**config.mk**
```make
export PLATFORM = sky130hd
export DESIGN_NAME = pic_top
export DESIGN_NICKNAME = d
export VERILOG_FILES = /design/src/rtl/pic_pkg.sv /design/src/rtl/pic_filter.sv /design/src/rtl/pic_prio_sel.sv /design/src/rtl/pic_top.sv
export SDC_FILE = /design/constraint.sdc
export NUM_CORES = 1
export LEC_CHECK = 0
export BUFFER_PORTS_ARGS = -buffer_cell sky130_fd_sc_hd__buf_4
export CORE_UTILIZATION = 50
export CTS_CLUSTER_DIAMETER = 60
export DETAILED_ROUTE_END_ITERATION = 12
export PLACE_DENSITY = 0.79
export SETUP_SLACK_MARGIN = 0.4
export SLEW_MARGIN = 20
export SYNTH_ARGS = -nofsm -noshare
export SYNTH_HDL_FRONTEND = slang
export SYNTH_SLANG_ARGS = --single-unit
```
**constraint.sdc**
```tcl
create_clock -name CLK_I -period 10.4 [get_ports CLK_I]
set_clock_uncertainty 0.2 [all_clocks]
set_input_delay 2.08 -clock CLK_I [delete_from_list [all_inputs] [get_ports CLK_I]]
set_output_delay 2.08 -clock CLK_I [all_outputs]
set_load 0.005 [all_outputs]
```
**src/rtl/pic_pkg.sv**
```systemverilog
// Constants shared by the per-port ingress control bank.
package pic_pkg;
    // ----------------------------------------
    // Geometry
    // ----------------------------------------
    localparam int unsigned PIC_FIRST_PORT = 1;
    localparam int unsigned PIC_LAST_PORT = 7;
    localparam int unsigned PIC_NSRC = 6;
    // ----------------------------------------
    // Register indices inside a port region
    // ----------------------------------------
    localparam logic [11:0] PIC_IDX_MIRROR = 12'h800;
    localparam logic [11:0] PIC_IDX_PRIO = 12'h801;
    localparam logic [11:0] PIC_IDX_FILTER = 12'h802;
    // ----------------------------------------
    // Field positions
    // ----------------------------------------
    localparam int unsigned PIC_MIR_RX = 6;
    localparam int unsigned PIC_MIR_TX = 5;
    localparam int unsigned PIC_MIR_SNIFF = 1;
    localparam int unsigned PIC_PRI_HIGH = 7;
    localparam int unsigned PIC_PRI_OR = 6;
    localparam int unsigned PIC_PRI_MAC = 4;
    localparam int unsigned PIC_PRI_VLAN = 3;
    localparam int unsigned PIC_PRI_DOT1P = 2;
    localparam int unsigned PIC_PRI_DSCP = 1;
    localparam int unsigned PIC_PRI_ACL = 0;
    localparam int unsigned PIC_FLT_CEIL = 7;
    localparam int unsigned PIC_FLT_UNTAG = 4;
    localparam int unsigned PIC_FLT_TAG = 3;
    localparam int unsigned PIC_FLT_DEFP_LSB = 0;
    // ----------------------------------------
    // Writable bit masks and reset values
    // ----------------------------------------
    localparam logic [7:0] PIC_MIR_MASK = 8'h62;
    localparam logic [7:0] PIC_PRI_MASK = 8'hDF;
    localparam logic [7:0] PIC_FLT_MASK = 8'h9F;
    localparam logic [7:0] PIC_REG_RST = 8'h00;
    // ----------------------------------------
    // Candidate order of the priority sources
    // ----------------------------------------
    typedef enum logic [2:0] {
        PIC_SRC_ACL = 3'h0,
        PIC_SRC_MAC = 3'h1,
        PIC_SRC_VLAN = 3'h2,
        PIC_SRC_DSCP = 3'h3,
        PIC_SRC_DOT1P = 3'h4,
        PIC_SRC_DEF = 3'h5
    } pic_src_t;
endpackage : pic_pkg

```
**src/rtl/pic_filter.sv**
```systemverilog
// Tag filtering and user priority ceiling for one ingress frame.
`timescale 1ns/1ps
module pic_filter
    import pic_pkg::*;
(
    input wire logic [7:0] flt_i,
    input wire logic tagged_i,
    input wire logic [2:0] uprio_i,
    input wire logic [2:0] def_uprio_i,
    output logic drop_o,
    output logic [2:0] uprio_o
);
    always_comb begin
        drop_o = (flt_i[PIC_FLT_UNTAG] & ~tagged_i) | (flt_i[PIC_FLT_TAG] & tagged_i);
        uprio_o = uprio_i;
        if (flt_i[PIC_FLT_CEIL] && uprio_i > def_uprio_i) begin
            uprio_o = def_uprio_i;
        end
    end
endmodule : pic_filter

```
**src/rtl/pic_prio_sel.sv**
```systemverilog
// Combines the enabled classification results into one frame priority.
`timescale 1ns/1ps
module pic_prio_sel
    import pic_pkg::*;
(
    input wire logic [7:0] sel_i,
    input wire logic [2:0] def_prio_i,
    input wire logic [PIC_NSRC-2:0] vld_i,
    input wire logic [3*(PIC_NSRC-1)-1:0] prio_i,
    output logic [2:0] prio_o
);
    logic [PIC_NSRC-1:0] cand;
    logic [2:0] val [PIC_NSRC];
    logic [PIC_NSRC-2:0] en;
    logic found;

    always_comb begin
        en = '0;
        en[PIC_SRC_ACL] = sel_i[PIC_PRI_ACL];
        en[PIC_SRC_MAC] = sel_i[PIC_PRI_MAC];
        en[PIC_SRC_VLAN] = sel_i[PIC_PRI_VLAN];
        en[PIC_SRC_DSCP] = sel_i[PIC_PRI_DSCP];
        en[PIC_SRC_DOT1P] = sel_i[PIC_PRI_DOT1P];
        for (int i = 0; i < PIC_NSRC - 1; i++) begin
            cand[i] = en[i] & vld_i[i];
            val[i] = prio_i[3*i +: 3];
        end
        // The default joins when VLAN, Diffserv and 802.1p give nothing.
        cand[PIC_SRC_DEF] = ~(cand[PIC_SRC_VLAN] | cand[PIC_SRC_DSCP] | cand[PIC_SRC_DOT1P]);
        val[PIC_SRC_DEF] = def_prio_i;
        prio_o = 3'h0;
        found = 1'b0;
        if (sel_i[PIC_PRI_HIGH]) begin
            for (int i = 0; i < PIC_NSRC; i++) begin
                if (cand[i] && val[i] > prio_o) begin
                    prio_o = val[i];
                end
            end
        end else if (sel_i[PIC_PRI_OR]) begin
            for (int i = 0; i < PIC_NSRC; i++) begin
                if (cand[i]) begin
                    prio_o = prio_o | val[i];
                end
            end
        end else begin
            for (int i = 0; i < PIC_NSRC; i++) begin
                if (cand[i] && !found) begin
                    prio_o = val[i];
                    found = 1'b1;
                end
            end
        end
    end
endmodule : pic_prio_sel

```
**src/rtl/pic_top.sv**
```systemverilog
// Per-port ingress control bank with a classic Wishbone register slave.
//
// What this block does
// - One bank per port 1 to 7; port number is the high address nibble.
// - Receive monitor bit marks every received frame monitored, copied to sniffer.
// - Transmit monitor bit marks every transmitted frame monitored, copied to sniffer.
// - Sniffer bit makes the port transmit all monitored frames.
// - Port mirroring bits act only together with the switch-wide mirroring enable.
// - Highest mode picks the largest priority among enabled sources.
// - OR mode forms priority as bitwise OR of all available results.
// - MAC address classification enable.
// - VLAN classification enable.
// - 802.1p tag priority classification enable.
// - Diffserv classification enable.
// - ACL priority classification enable.
// - Ceiling clamps user priority above the port default tag priority.
// - Drop-untagged bit discards frames without an 802.1Q tag.
// - Drop-tagged bit discards frames carrying an 802.1Q tag.
// - Without VLAN, Diffserv or 802.1p result, use 3-bit default priority.
//
// Local design decision: the Wishbone register port.
`timescale 1ns/1ps
module pic_top
    import pic_pkg::*;
#(
    parameter int unsigned ADR_W = 18
) (
    input wire logic CLK_I,
    input wire logic RSTN_I,
    // Wishbone slave.
    input wire logic CYC_I,
    input wire logic STB_I,
    input wire logic WE_I,
    input wire logic [ADR_W-1:2] ADR_I,
    input wire logic [3:0] SEL_I,
    input wire logic [31:0] DAT_I,
    output logic [31:0] DAT_O,
    output logic ACK_O,
    // Switch-wide mirroring enable.
    input wire logic MIRROR_GLOBAL_EN_I,
    // Ingress frame descriptor.
    input wire logic FRM_VALID_I,
    input wire logic [2:0] FRM_PORT_I,
    input wire logic FRM_TAGGED_I,
    input wire logic [2:0] FRM_UPRIO_I,
    input wire logic [2:0] FRM_DEF_UPRIO_I,
    input wire logic FRM_MAC_VLD_I,
    input wire logic [2:0] FRM_MAC_PRIO_I,
    input wire logic FRM_VLAN_VLD_I,
    input wire logic [2:0] FRM_VLAN_PRIO_I,
    input wire logic FRM_DSCP_VLD_I,
    input wire logic [2:0] FRM_DSCP_PRIO_I,
    input wire logic FRM_ACL_VLD_I,
    input wire logic [2:0] FRM_ACL_PRIO_I,
    // Egress frame event.
    input wire logic TX_VALID_I,
    input wire logic [2:0] TX_PORT_I,
    // Results.
    output logic FRM_VALID_O,
    output logic FRM_DROP_O,
    output logic [2:0] FRM_PRIO_O,
    output logic [2:0] FRM_UPRIO_O,
    output logic FRM_MON_O,
    output logic TX_VALID_O,
    output logic TX_MON_O,
    output logic [6:0] SNIFF_PORTS_O,
    output logic [6:0] RX_MON_PORTS_O,
    output logic [6:0] TX_MON_PORTS_O
);
    // ----------------------------------------
    // Storage
    // ----------------------------------------
    logic [7:0] mir_q [PIC_FIRST_PORT:PIC_LAST_PORT];
    logic [7:0] pri_q [PIC_FIRST_PORT:PIC_LAST_PORT];
    logic [7:0] flt_q [PIC_FIRST_PORT:PIC_LAST_PORT];
    logic ack_q;
    logic [31:0] dat_q;

    function automatic logic port_ok(input logic [3:0] p);
        port_ok = (p >= 4'(PIC_FIRST_PORT)) && (p <= 4'(PIC_LAST_PORT));
    endfunction : port_ok

    // ----------------------------------------
    // Bus decode
    // ----------------------------------------
    logic [3:0] bus_port;
    logic [11:0] bus_idx;
    logic bus_req;
    logic bus_wr;
    logic hit_mir;
    logic hit_pri;
    logic hit_flt;

    assign bus_port = ADR_I[ADR_W-1:ADR_W-4];
    assign bus_idx = ADR_I[13:2];
    assign bus_req = CYC_I & STB_I & ~ack_q;
    assign bus_wr = bus_req & WE_I & SEL_I[0];
    assign hit_mir = port_ok(bus_port) && (bus_idx == PIC_IDX_MIRROR);
    assign hit_pri = port_ok(bus_port) && (bus_idx == PIC_IDX_PRIO);
    assign hit_flt = port_ok(bus_port) && (bus_idx == PIC_IDX_FILTER);

    // ----------------------------------------
    // Register writes
    // ----------------------------------------
    always_ff @(posedge CLK_I) begin
        if (!RSTN_I) begin
            for (int p = PIC_FIRST_PORT; p <= PIC_LAST_PORT; p++) begin
                mir_q[p] <= PIC_REG_RST;
                pri_q[p] <= PIC_REG_RST;
                flt_q[p] <= PIC_REG_RST;
            end
        end else if (bus_wr) begin
            for (int p = PIC_FIRST_PORT; p <= PIC_LAST_PORT; p++) begin
                if (bus_port == 4'(p)) begin
                    if (hit_mir) begin
                        mir_q[p] <= DAT_I[7:0] & PIC_MIR_MASK;
                    end
                    if (hit_pri) begin
                        pri_q[p] <= DAT_I[7:0] & PIC_PRI_MASK;
                    end
                    if (hit_flt) begin
                        flt_q[p] <= DAT_I[7:0] & PIC_FLT_MASK;
                    end
                end
            end
        end
    end

    // ----------------------------------------
    // Bus answer
    // ----------------------------------------
    // Every access, mapped or not, is acknowledged one cycle later; unmapped ones read zero.
    always_ff @(posedge CLK_I) begin
        if (!RSTN_I) begin
            ack_q <= 1'b0;
        end else begin
            ack_q <= bus_req;
        end
    end

    always_ff @(posedge CLK_I) begin
        if (!RSTN_I) begin
            dat_q <= 32'h0000_0000;
        end else if (bus_req) begin
            dat_q <= 32'h0000_0000;
            for (int p = PIC_FIRST_PORT; p <= PIC_LAST_PORT; p++) begin
                if (bus_port == 4'(p)) begin
                    if (hit_mir) begin
                        dat_q <= {24'h00_0000, mir_q[p]};
                    end
                    if (hit_pri) begin
                        dat_q <= {24'h00_0000, pri_q[p]};
                    end
                    if (hit_flt) begin
                        dat_q <= {24'h00_0000, flt_q[p]};
                    end
                end
            end
        end
    end

    assign ACK_O = ack_q;
    assign DAT_O = dat_q;

    // ----------------------------------------
    // Configuration of the frame's port
    // ----------------------------------------
    logic [7:0] f_mir;
    logic [7:0] f_pri;
    logic [7:0] f_flt;
    logic [7:0] t_mir;

    always_comb begin
        f_mir = 8'h00;
        f_pri = 8'h00;
        f_flt = 8'h00;
        t_mir = 8'h00;
        for (int p = PIC_FIRST_PORT; p <= PIC_LAST_PORT; p++) begin
            if (FRM_PORT_I == 3'(p)) begin
                f_mir = mir_q[p];
                f_pri = pri_q[p];
                f_flt = flt_q[p];
            end
            if (TX_PORT_I == 3'(p)) begin
                t_mir = mir_q[p];
            end
        end
    end

    // ----------------------------------------
    // Classification and filtering
    // ----------------------------------------
    logic [2:0] prio_d;
    logic drop_d;
    logic [2:0] uprio_d;
    logic [PIC_NSRC-2:0] src_vld;
    logic [3*(PIC_NSRC-1)-1:0] src_prio;

    // The 802.1p result exists only for tagged frames.
    assign src_vld = {FRM_TAGGED_I, FRM_DSCP_VLD_I, FRM_VLAN_VLD_I, FRM_MAC_VLD_I, FRM_ACL_VLD_I};
    assign src_prio = {FRM_UPRIO_I, FRM_DSCP_PRIO_I, FRM_VLAN_PRIO_I, FRM_MAC_PRIO_I, FRM_ACL_PRIO_I};

    pic_prio_sel u_prio (
        .sel_i(f_pri),
        .def_prio_i(f_flt[PIC_FLT_DEFP_LSB +: 3]),
        .vld_i(src_vld),
        .prio_i(src_prio),
        .prio_o(prio_d)
    );

    pic_filter u_filter (
        .flt_i(f_flt),
        .tagged_i(FRM_TAGGED_I),
        .uprio_i(FRM_UPRIO_I),
        .def_uprio_i(FRM_DEF_UPRIO_I),
        .drop_o(drop_d),
        .uprio_o(uprio_d)
    );

    // ----------------------------------------
    // Frame results
    // ----------------------------------------
    always_ff @(posedge CLK_I) begin
        if (!RSTN_I) begin
            FRM_VALID_O <= 1'b0;
            FRM_DROP_O <= 1'b0;
            FRM_PRIO_O <= 3'h0;
            FRM_UPRIO_O <= 3'h0;
            FRM_MON_O <= 1'b0;
        end else begin
            FRM_VALID_O <= FRM_VALID_I;
            FRM_DROP_O <= FRM_VALID_I & drop_d;
            FRM_PRIO_O <= FRM_VALID_I ? prio_d : 3'h0;
            FRM_UPRIO_O <= FRM_VALID_I ? uprio_d : 3'h0;
            FRM_MON_O <= FRM_VALID_I & f_mir[PIC_MIR_RX] & MIRROR_GLOBAL_EN_I;
        end
    end

    always_ff @(posedge CLK_I) begin
        if (!RSTN_I) begin
            TX_VALID_O <= 1'b0;
            TX_MON_O <= 1'b0;
        end else begin
            TX_VALID_O <= TX_VALID_I;
            TX_MON_O <= TX_VALID_I & t_mir[PIC_MIR_TX] & MIRROR_GLOBAL_EN_I;
        end
    end

    // ----------------------------------------
    // Mirroring port maps
    // ----------------------------------------
    always_ff @(posedge CLK_I) begin
        if (!RSTN_I) begin
            SNIFF_PORTS_O <= 7'h00;
            RX_MON_PORTS_O <= 7'h00;
            TX_MON_PORTS_O <= 7'h00;
        end else begin
            for (int p = PIC_FIRST_PORT; p <= PIC_LAST_PORT; p++) begin
                SNIFF_PORTS_O[p-1] <= mir_q[p][PIC_MIR_SNIFF] & MIRROR_GLOBAL_EN_I;
                RX_MON_PORTS_O[p-1] <= mir_q[p][PIC_MIR_RX] & MIRROR_GLOBAL_EN_I;
                TX_MON_PORTS_O[p-1] <= mir_q[p][PIC_MIR_TX] & MIRROR_GLOBAL_EN_I;
            end
        end
    end
endmodule : pic_top

```
# Word-level counts from Yosys, hierarchy flattened

Memories as Yosys holds them, arrays and structs flattened.
Index checks and enable logic that the tools add are counted.

Muxes and demuxes: 217
$lt $le $gt $ge: 9
Reductions and logical operators: 22
Bitwise operators: 69
Equal/unequal tests: 24

Operators by type and width:

| kind                 | count |
|---|---|
| $mux 32              | 29 |
| $mux 3               | 42 |
| $mux 8               | 15 |
| $mux 1               | 103 |
| $mux 7               | 14 |
| $mux 6               | 14 |
| $and 1x1->1          | 37 |
| $eq 12x12->1 const B | 3 |
| $eq 3x3->1 const B   | 8 |
| $or 1x1->1           | 24 |
| $gt 3x3->1           | 6 |
| $eq 4x3->1 const B   | 4 |
| $logic_and 1x1->1    | 16 |
| $or 3x3->3           | 5 |
| $eq 3x2->1 const B   | 4 |
| $eq 4x2->1 const B   | 2 |
| $eq 3x1->1 const B   | 2 |
| $logic_not 1->1      | 5 |
| $eq 4x1->1 const B   | 1 |
| $ge 4x1->1 const B   | 1 |
| $le 4x3->1 const B   | 1 |
| $gt 3x1->1 const B   | 1 |
| $not 1->1            | 3 |
| $reduce_and 2->1     | 1 |

Bits of input ports: 89
Word-level logic and storage cells: 356
Output and inout port bits: 65
Flip-flop bits (word level): 65
RAM bits: 112
Memories: 3

Memory list:

| name  | words | width | rd ports | clocked after Yosys merged registers in | wr ports | RTL line      | RTL |
|---|---|---|---|---|---|---|---|
| pri_q | 7     | 7     | 7        | 0                                       | 7        | pic_top.sv:74 | `logic [7:0] pri_q [PIC_FIRST_PORT:PIC_LAST_PORT];` |
| flt_q | 7     | 6     | 7        | 0                                       | 7        | pic_top.sv:75 | `logic [7:0] flt_q [PIC_FIRST_PORT:PIC_LAST_PORT];` |
| mir_q | 7     | 3     | 7        | 0                                       | 7        | pic_top.sv:73 | `logic [7:0] mir_q [PIC_FIRST_PORT:PIC_LAST_PORT];` |

# Logic depth before layout (Yosys ltp)

Word-level depth: 37
Mapped depth: 48
Depth with buffers taken out: 44

# Cells and area by module

Synthesis repeated with hierarchy kept, for this count alone.

Cells, all modules: 867
Area, all modules: 8971.1 sq um

Modules (own cells, without submodules):

| module       | times used | cells each | sequential area each (sq um) | area each (sq um) |
|---|---|---|---|---|
| pic_top      | 1          | 703        | 4184.0                       | 7882.6 |
| pic_prio_sel | 1          | 150        | 0.0                          | 962.2 |
| pic_filter   | 1          | 14         | 0.0                          | 126.4 |

# Least setup slack after synthesis

OpenSTA, ideal clock, no wires.

Path type: input-to-reg
Start: input port FRM_PORT_I[1]
End: register FRM_PRIO_O[0]
Setup slack: 1047 ps
Library setup time: 79 ps
Data arrival time: 9074 ps
Cell stages on the path: 43
Data required time: 10121 ps
Path buffers: 3
Cell sequence: buf_6 > mux2_1 > a221o_1 > and3_1 > clkbuf_1 > nand2_1 > inv_1 > ha_1 > nand2b_1 > a21oi_1 > o21ai_0 > nor2_4 > o21a_1 > inv_1 > ha_1 > nor2_1 > and2_1 > a22o_1 > [... 7 more ...] > o22a_1 > mux2_2 > ha_1 > a21oi_1 > o2bb2ai_1 > a2111oi_0 > o21a_1 > nor3_1 > a21oi_1 > ha_1 > nor2b_1 > o21ai_0 > nand2b_1 > and3_1 > clkbuf_1 > nor2_1 > o211ai_2 > o211ai_1

Longest elaborated chain between the ends: 37
Elaborated cells between the ends (all ways): 104
Those cells by class: order compare (5); eq/ne (7); mux (63); bitwise (13); reduce/logical (16)

Ends and longest elaborated chain:

| item                                                            | RTL line           | RTL |
|---|---|---|
| start, declared                                                 | pic_top.sv:43      | `input wire logic [2:0] FRM_PORT_I,` |
| parallel branches: the longest is 36 deep, another holds $mux 8 | n/a                |  |
| $mux 3 *                                                        | pic_prio_sel.sv:33 | `if (sel_i[PIC_PRI_HIGH]) begin` |
| end signal, assigned                                            | pic_top.sv:233     | `FRM_PRIO_O <= FRM_VALID_I ? prio_d : 3'h0;` |
| end, declared                                                   | pic_top.sv:61      | `output logic [2:0] FRM_PRIO_O,` |

Mark *: on every way between the ends. The select of a mux whose other input is x is not followed.
A chain may end at the register's enable or synchronous reset.

# Worst setup path after layout

Ends and elaborated chain as after synthesis.

==> impl_results.rst <==
.. list-table::
   :header-rows: 1

   * - Metric
     - Value
   * - Hold violation count in the final report
     - 0
   * - Clock Latency Late Sink
     - between 400 and 500 ps
   * - Overall track demand over capacity in global routing
     - 0.275
   * - Worst Hold Slack
     - 265 ps
   * - Maximum clock path buffer count
     - 2
   * - Number of flops mapped to enable cells by yosys
     - 112
   * - Max Fclk
     - 104 MHz
   * - Dominant cell by count in the synthesized netlist
     - edfxtp_1
   * - Top-level port count
     - 154
   * - Outcome
     - finished, final reports clean
   * - Final net count
     - around 1,100
   * - Detail-routed net length per standard cell
     - 20.9 um
   * - Highest-delay cell along the critical path
     - a221o_1
   * - Starting density of the core
     - 0.511
   * - Routed WL
     - 24,900 um
   * - Total gr overflow
     - 0
   * - Required time of the worst setup path
     - roughly 11,000 ps
   * - Yosys warning total
     - 0
   * - CTS hold repair buffers
     - 0
   * - Clock slew at reported path FFs
     - around 70 ps
   * - Crit path largest cell delay
     - 380 ps
   * - Clock tree from TritonCTS
     - built
   * - Buffers on Ports
     - 102
   * - Synth area leader
     - edfxtp_1
   * - Max Slew Vio Count
     - 0
   * - Post-Syn Area
     - 8800 sq um
   * - Count of cell types in the netlist
     - 78
   * - Final cycle utilization of the critical path
     - 0.928
   * - Routed length on met3
     - 2440 um
   * - Most used DFF post-synth
     - edfxtp_1
   * - Highest metal layer with signal wires
     - met4
   * - Core Footprint
     - 17,200 sq um
   * - Biggest fanout along the worst timing path
     - 10
   * - Max Cap Violations
     - 0
   * - Pwr dens
     - 147 nW/um^2
   * - Critical path endpoint category
     - register
   * - LEAKAGE
     - between 3 and 4 nW
   * - Die extent in x
     - 135 um
   * - Number of global-route vias before repair
     - 6,865
   * - Vias after detailed routing
     - 7,436
   * - Number of clock sinks
     - 153
   * - Post-synthesis cell count
     - 869
   * - Sequential share of the synthesized area
     - 0.475
   * - Unrepaired setup endpoints after global routing
     - no
   * - Most numerous cell types in the synthesized netlist
     - edfxtp_1, and2_1, nor2_1
   * - Setup violators final
     - 0
   * - # rows
     - 48
   * - Die area
     - 18,100 sq um
   * - Root Buffer Master
     - clkbuf_16
   * - Final core utilization
     - 0.591
   * - Inserted Diodes
     - 0
   * - Number of design-rule violations left by the first detailed-router iteration
     - 901
   * - Total negative slack
     - 0 ps
   * - Pre-Repair DR Iteration Count
     - 5
   * - Transition time at the pin with the least slew margin
     - 1130 ps
   * - Setup Crit Path Kind
     - in2reg
   * - Detail-routed via count per cell
     - 6.26
   * - Async set-or-reset flop fraction in the synthesized netlist
     - 0
   * - Met2 WL
     - 11,900 um
   * - Class of the most critical hold timing path
     - reg2reg
   * - DRC
     - 0
   * - Weighted congestion reported at the end of routability-driven placement
     - 0.919
   * - Peak VDD IR
     - 0.128 mV
   * - Wire length the detailed router placed on met1
     - 9710 um
   * - Fraction of layout cells with a size suffix above 1
     - 0.194
   * - Relative slew margins
     - 0.241
   * - Synthesized area per cell
     - a little over 10 sq um
   * - Critical path launch point type
     - input port
   * - Largest cells by area after synthesis
     - edfxtp_1, dfxtp_1, and2_1
   * - Wire length of the first global-routing pass
     - 37,400 um
   * - Worst endpoint data arrival time
     - just under 10,000 ps
   * - HPWL after detailed placement
     - roughly 18,000 um
   * - CP dominant cell by count
     - ha_1
   * - Share of the synthesized area in the top cell type
     - 0.382
   * - Number of antenna violations at the first check in global routing
     - 0
   * - Flip-flop and latch count after synthesis
     - 153
   * - Die outline height
     - 135 um
   * - Number of nets still failing antenna checks after routing
     - 0
   * - Number of buffers added by the clock tree synthesis step
     - 17
   * - CTS HTree Levels
     - 4
   * - Relative area change from synthesis to final layout
     - 15.8%
   * - Maximum number of pins on one net before global-route repair
     - 59
   * - Min Tclk post-route
     - 9650 ps
-- state kept, by name, summed over array words and instances (netlist names) --
signal / count
pri_q: 49
TX_MON_PORTS_O: 7
RX_MON_PORTS_O: 7
TX_VALID_O: 1
FRM_PRIO_O: 3
FRM_MON_O: 1
TX_MON_O: 1
FRM_UPRIO_O: 3
FRM_VALID_O: 1
ACK_O: 1
mir_q: 21
FRM_DROP_O: 1
DAT_O: 8
flt_q: 42
SNIFF_PORTS_O: 7
-- where the power goes --
part	total, W	switching [W]	internal [W]
logic	0.000196	0.000115	0.0000807
clock network	0.000612	0.000276	0.000336
registers	0.000692	0.0000151	0.000677
total	0.00150	0.000406	0.00109
-- what timing repair did --
item,in CTS,in global routing
buffers inserted,0,2
resized for setup,0,3
setup endpoints to repair,0,3
-- area by class of cell --
type | instances | area (sq um)
well taps | 225 | 282
inverters | 28 | 105
clock buffers | 19 | 464
flip-flops and latches | 153 | 4180
repair buffers | 115 | 863
fillers | 1424 | 7040
multi-input cells | 635 | 4180
clock inverters | 13 | 119
-- cell families after synthesis --
logic type | count (synthesis) | share of synthesized area
AND/OR/NAND/NOR | 306 | 0.191
flip-flops | 153 | 0.475
adder cells (fa/ha/maj) | 14 | 0.0199
buffers and inverters | 104 | 0.0607
AO/OA/AOI/OAI | 257 | 0.210
multiplexers | 34 | 0.0423
other | 1 | 0.000426
-- routing by layer --
layer	global-route usage	vias up
li1	-	3393
met1	0.344	3511
met2	0.456	453
met3	0.0634	79
met4	0.119	0
met5	0	-
-- layout by cell type (no fill, tap or decap), types with 4 or more instances in the layout --
master and count:
a22oi_1 37, nand3_1 16, o21ai_0 43, buf_4 115
o21a_1 7, o22ai_1 20, clkbuf_16 18, mux2_2 14
conb_1 24, ha_1 14, nand4_1 7, a21oi_2 4
a211oi_1 10, nor2b_1 6, and2_1 101, o211ai_1 8
a21oi_1 36, nand2b_1 8, o221ai_1 7, o21ai_1 7
edfxtp_1 112, nor2_1 62, inv_6 6, dfxtp_1 41
mux2i_1 17, a221o_1 11, nor3_1 11, and3_1 28
nand3b_1 8, nand2_1 37, a22o_1 15, a221oi_1 8
inv_1 28
-- worst max-delay path, delay by kind of cell --
kind / cells / cell delay (ps)
AOI/OAI and AO/OA: 17 / 3370
adders and majority gates: 5 / 1320
buffers and inverters: 3 / 270
muxes: 2 / 680
and+or+nand+nor: 14 / 2090
-- path summary, 6_finish.rpt --
kind / startpoint / to / slack, ps / cells past startpoint
setup / recovery: FRM_PORT_I[1] / FRM_PRIO_O[0] / 750 / 41
hold / removal: DAT_O[5] / DAT_O[5] / 260 / 2
setup reg to reg: pri_q[0][21] / FRM_PRIO_O[0] / 2140 / 40
hold reg to reg: DAT_O[5] / DAT_O[5] / 260 / 2
-- stage by stage --
| step | instances | area (sq um) | total power [W] | setup slack [ps] |
|---|---|---|---|---|
| 2_1_floorplan | 892 | 8890 | 0.000825 | 1050 |
| 4_1_cts | 1186 | 10200 | 0.00149 | 714 |
| 3_3_place_gp | 1154 | 9590 | 0.000888 | 528 |
| 5_1_grt | 1188 | 10200 | 0.00154 | 327 |
| 6_report | 1188 | 10200 | 0.00150 | 745 |
| 3_5_place_dp | 1154 | 9590 | 0.000894 | 293 |
(Power assumes the default switching activity.)
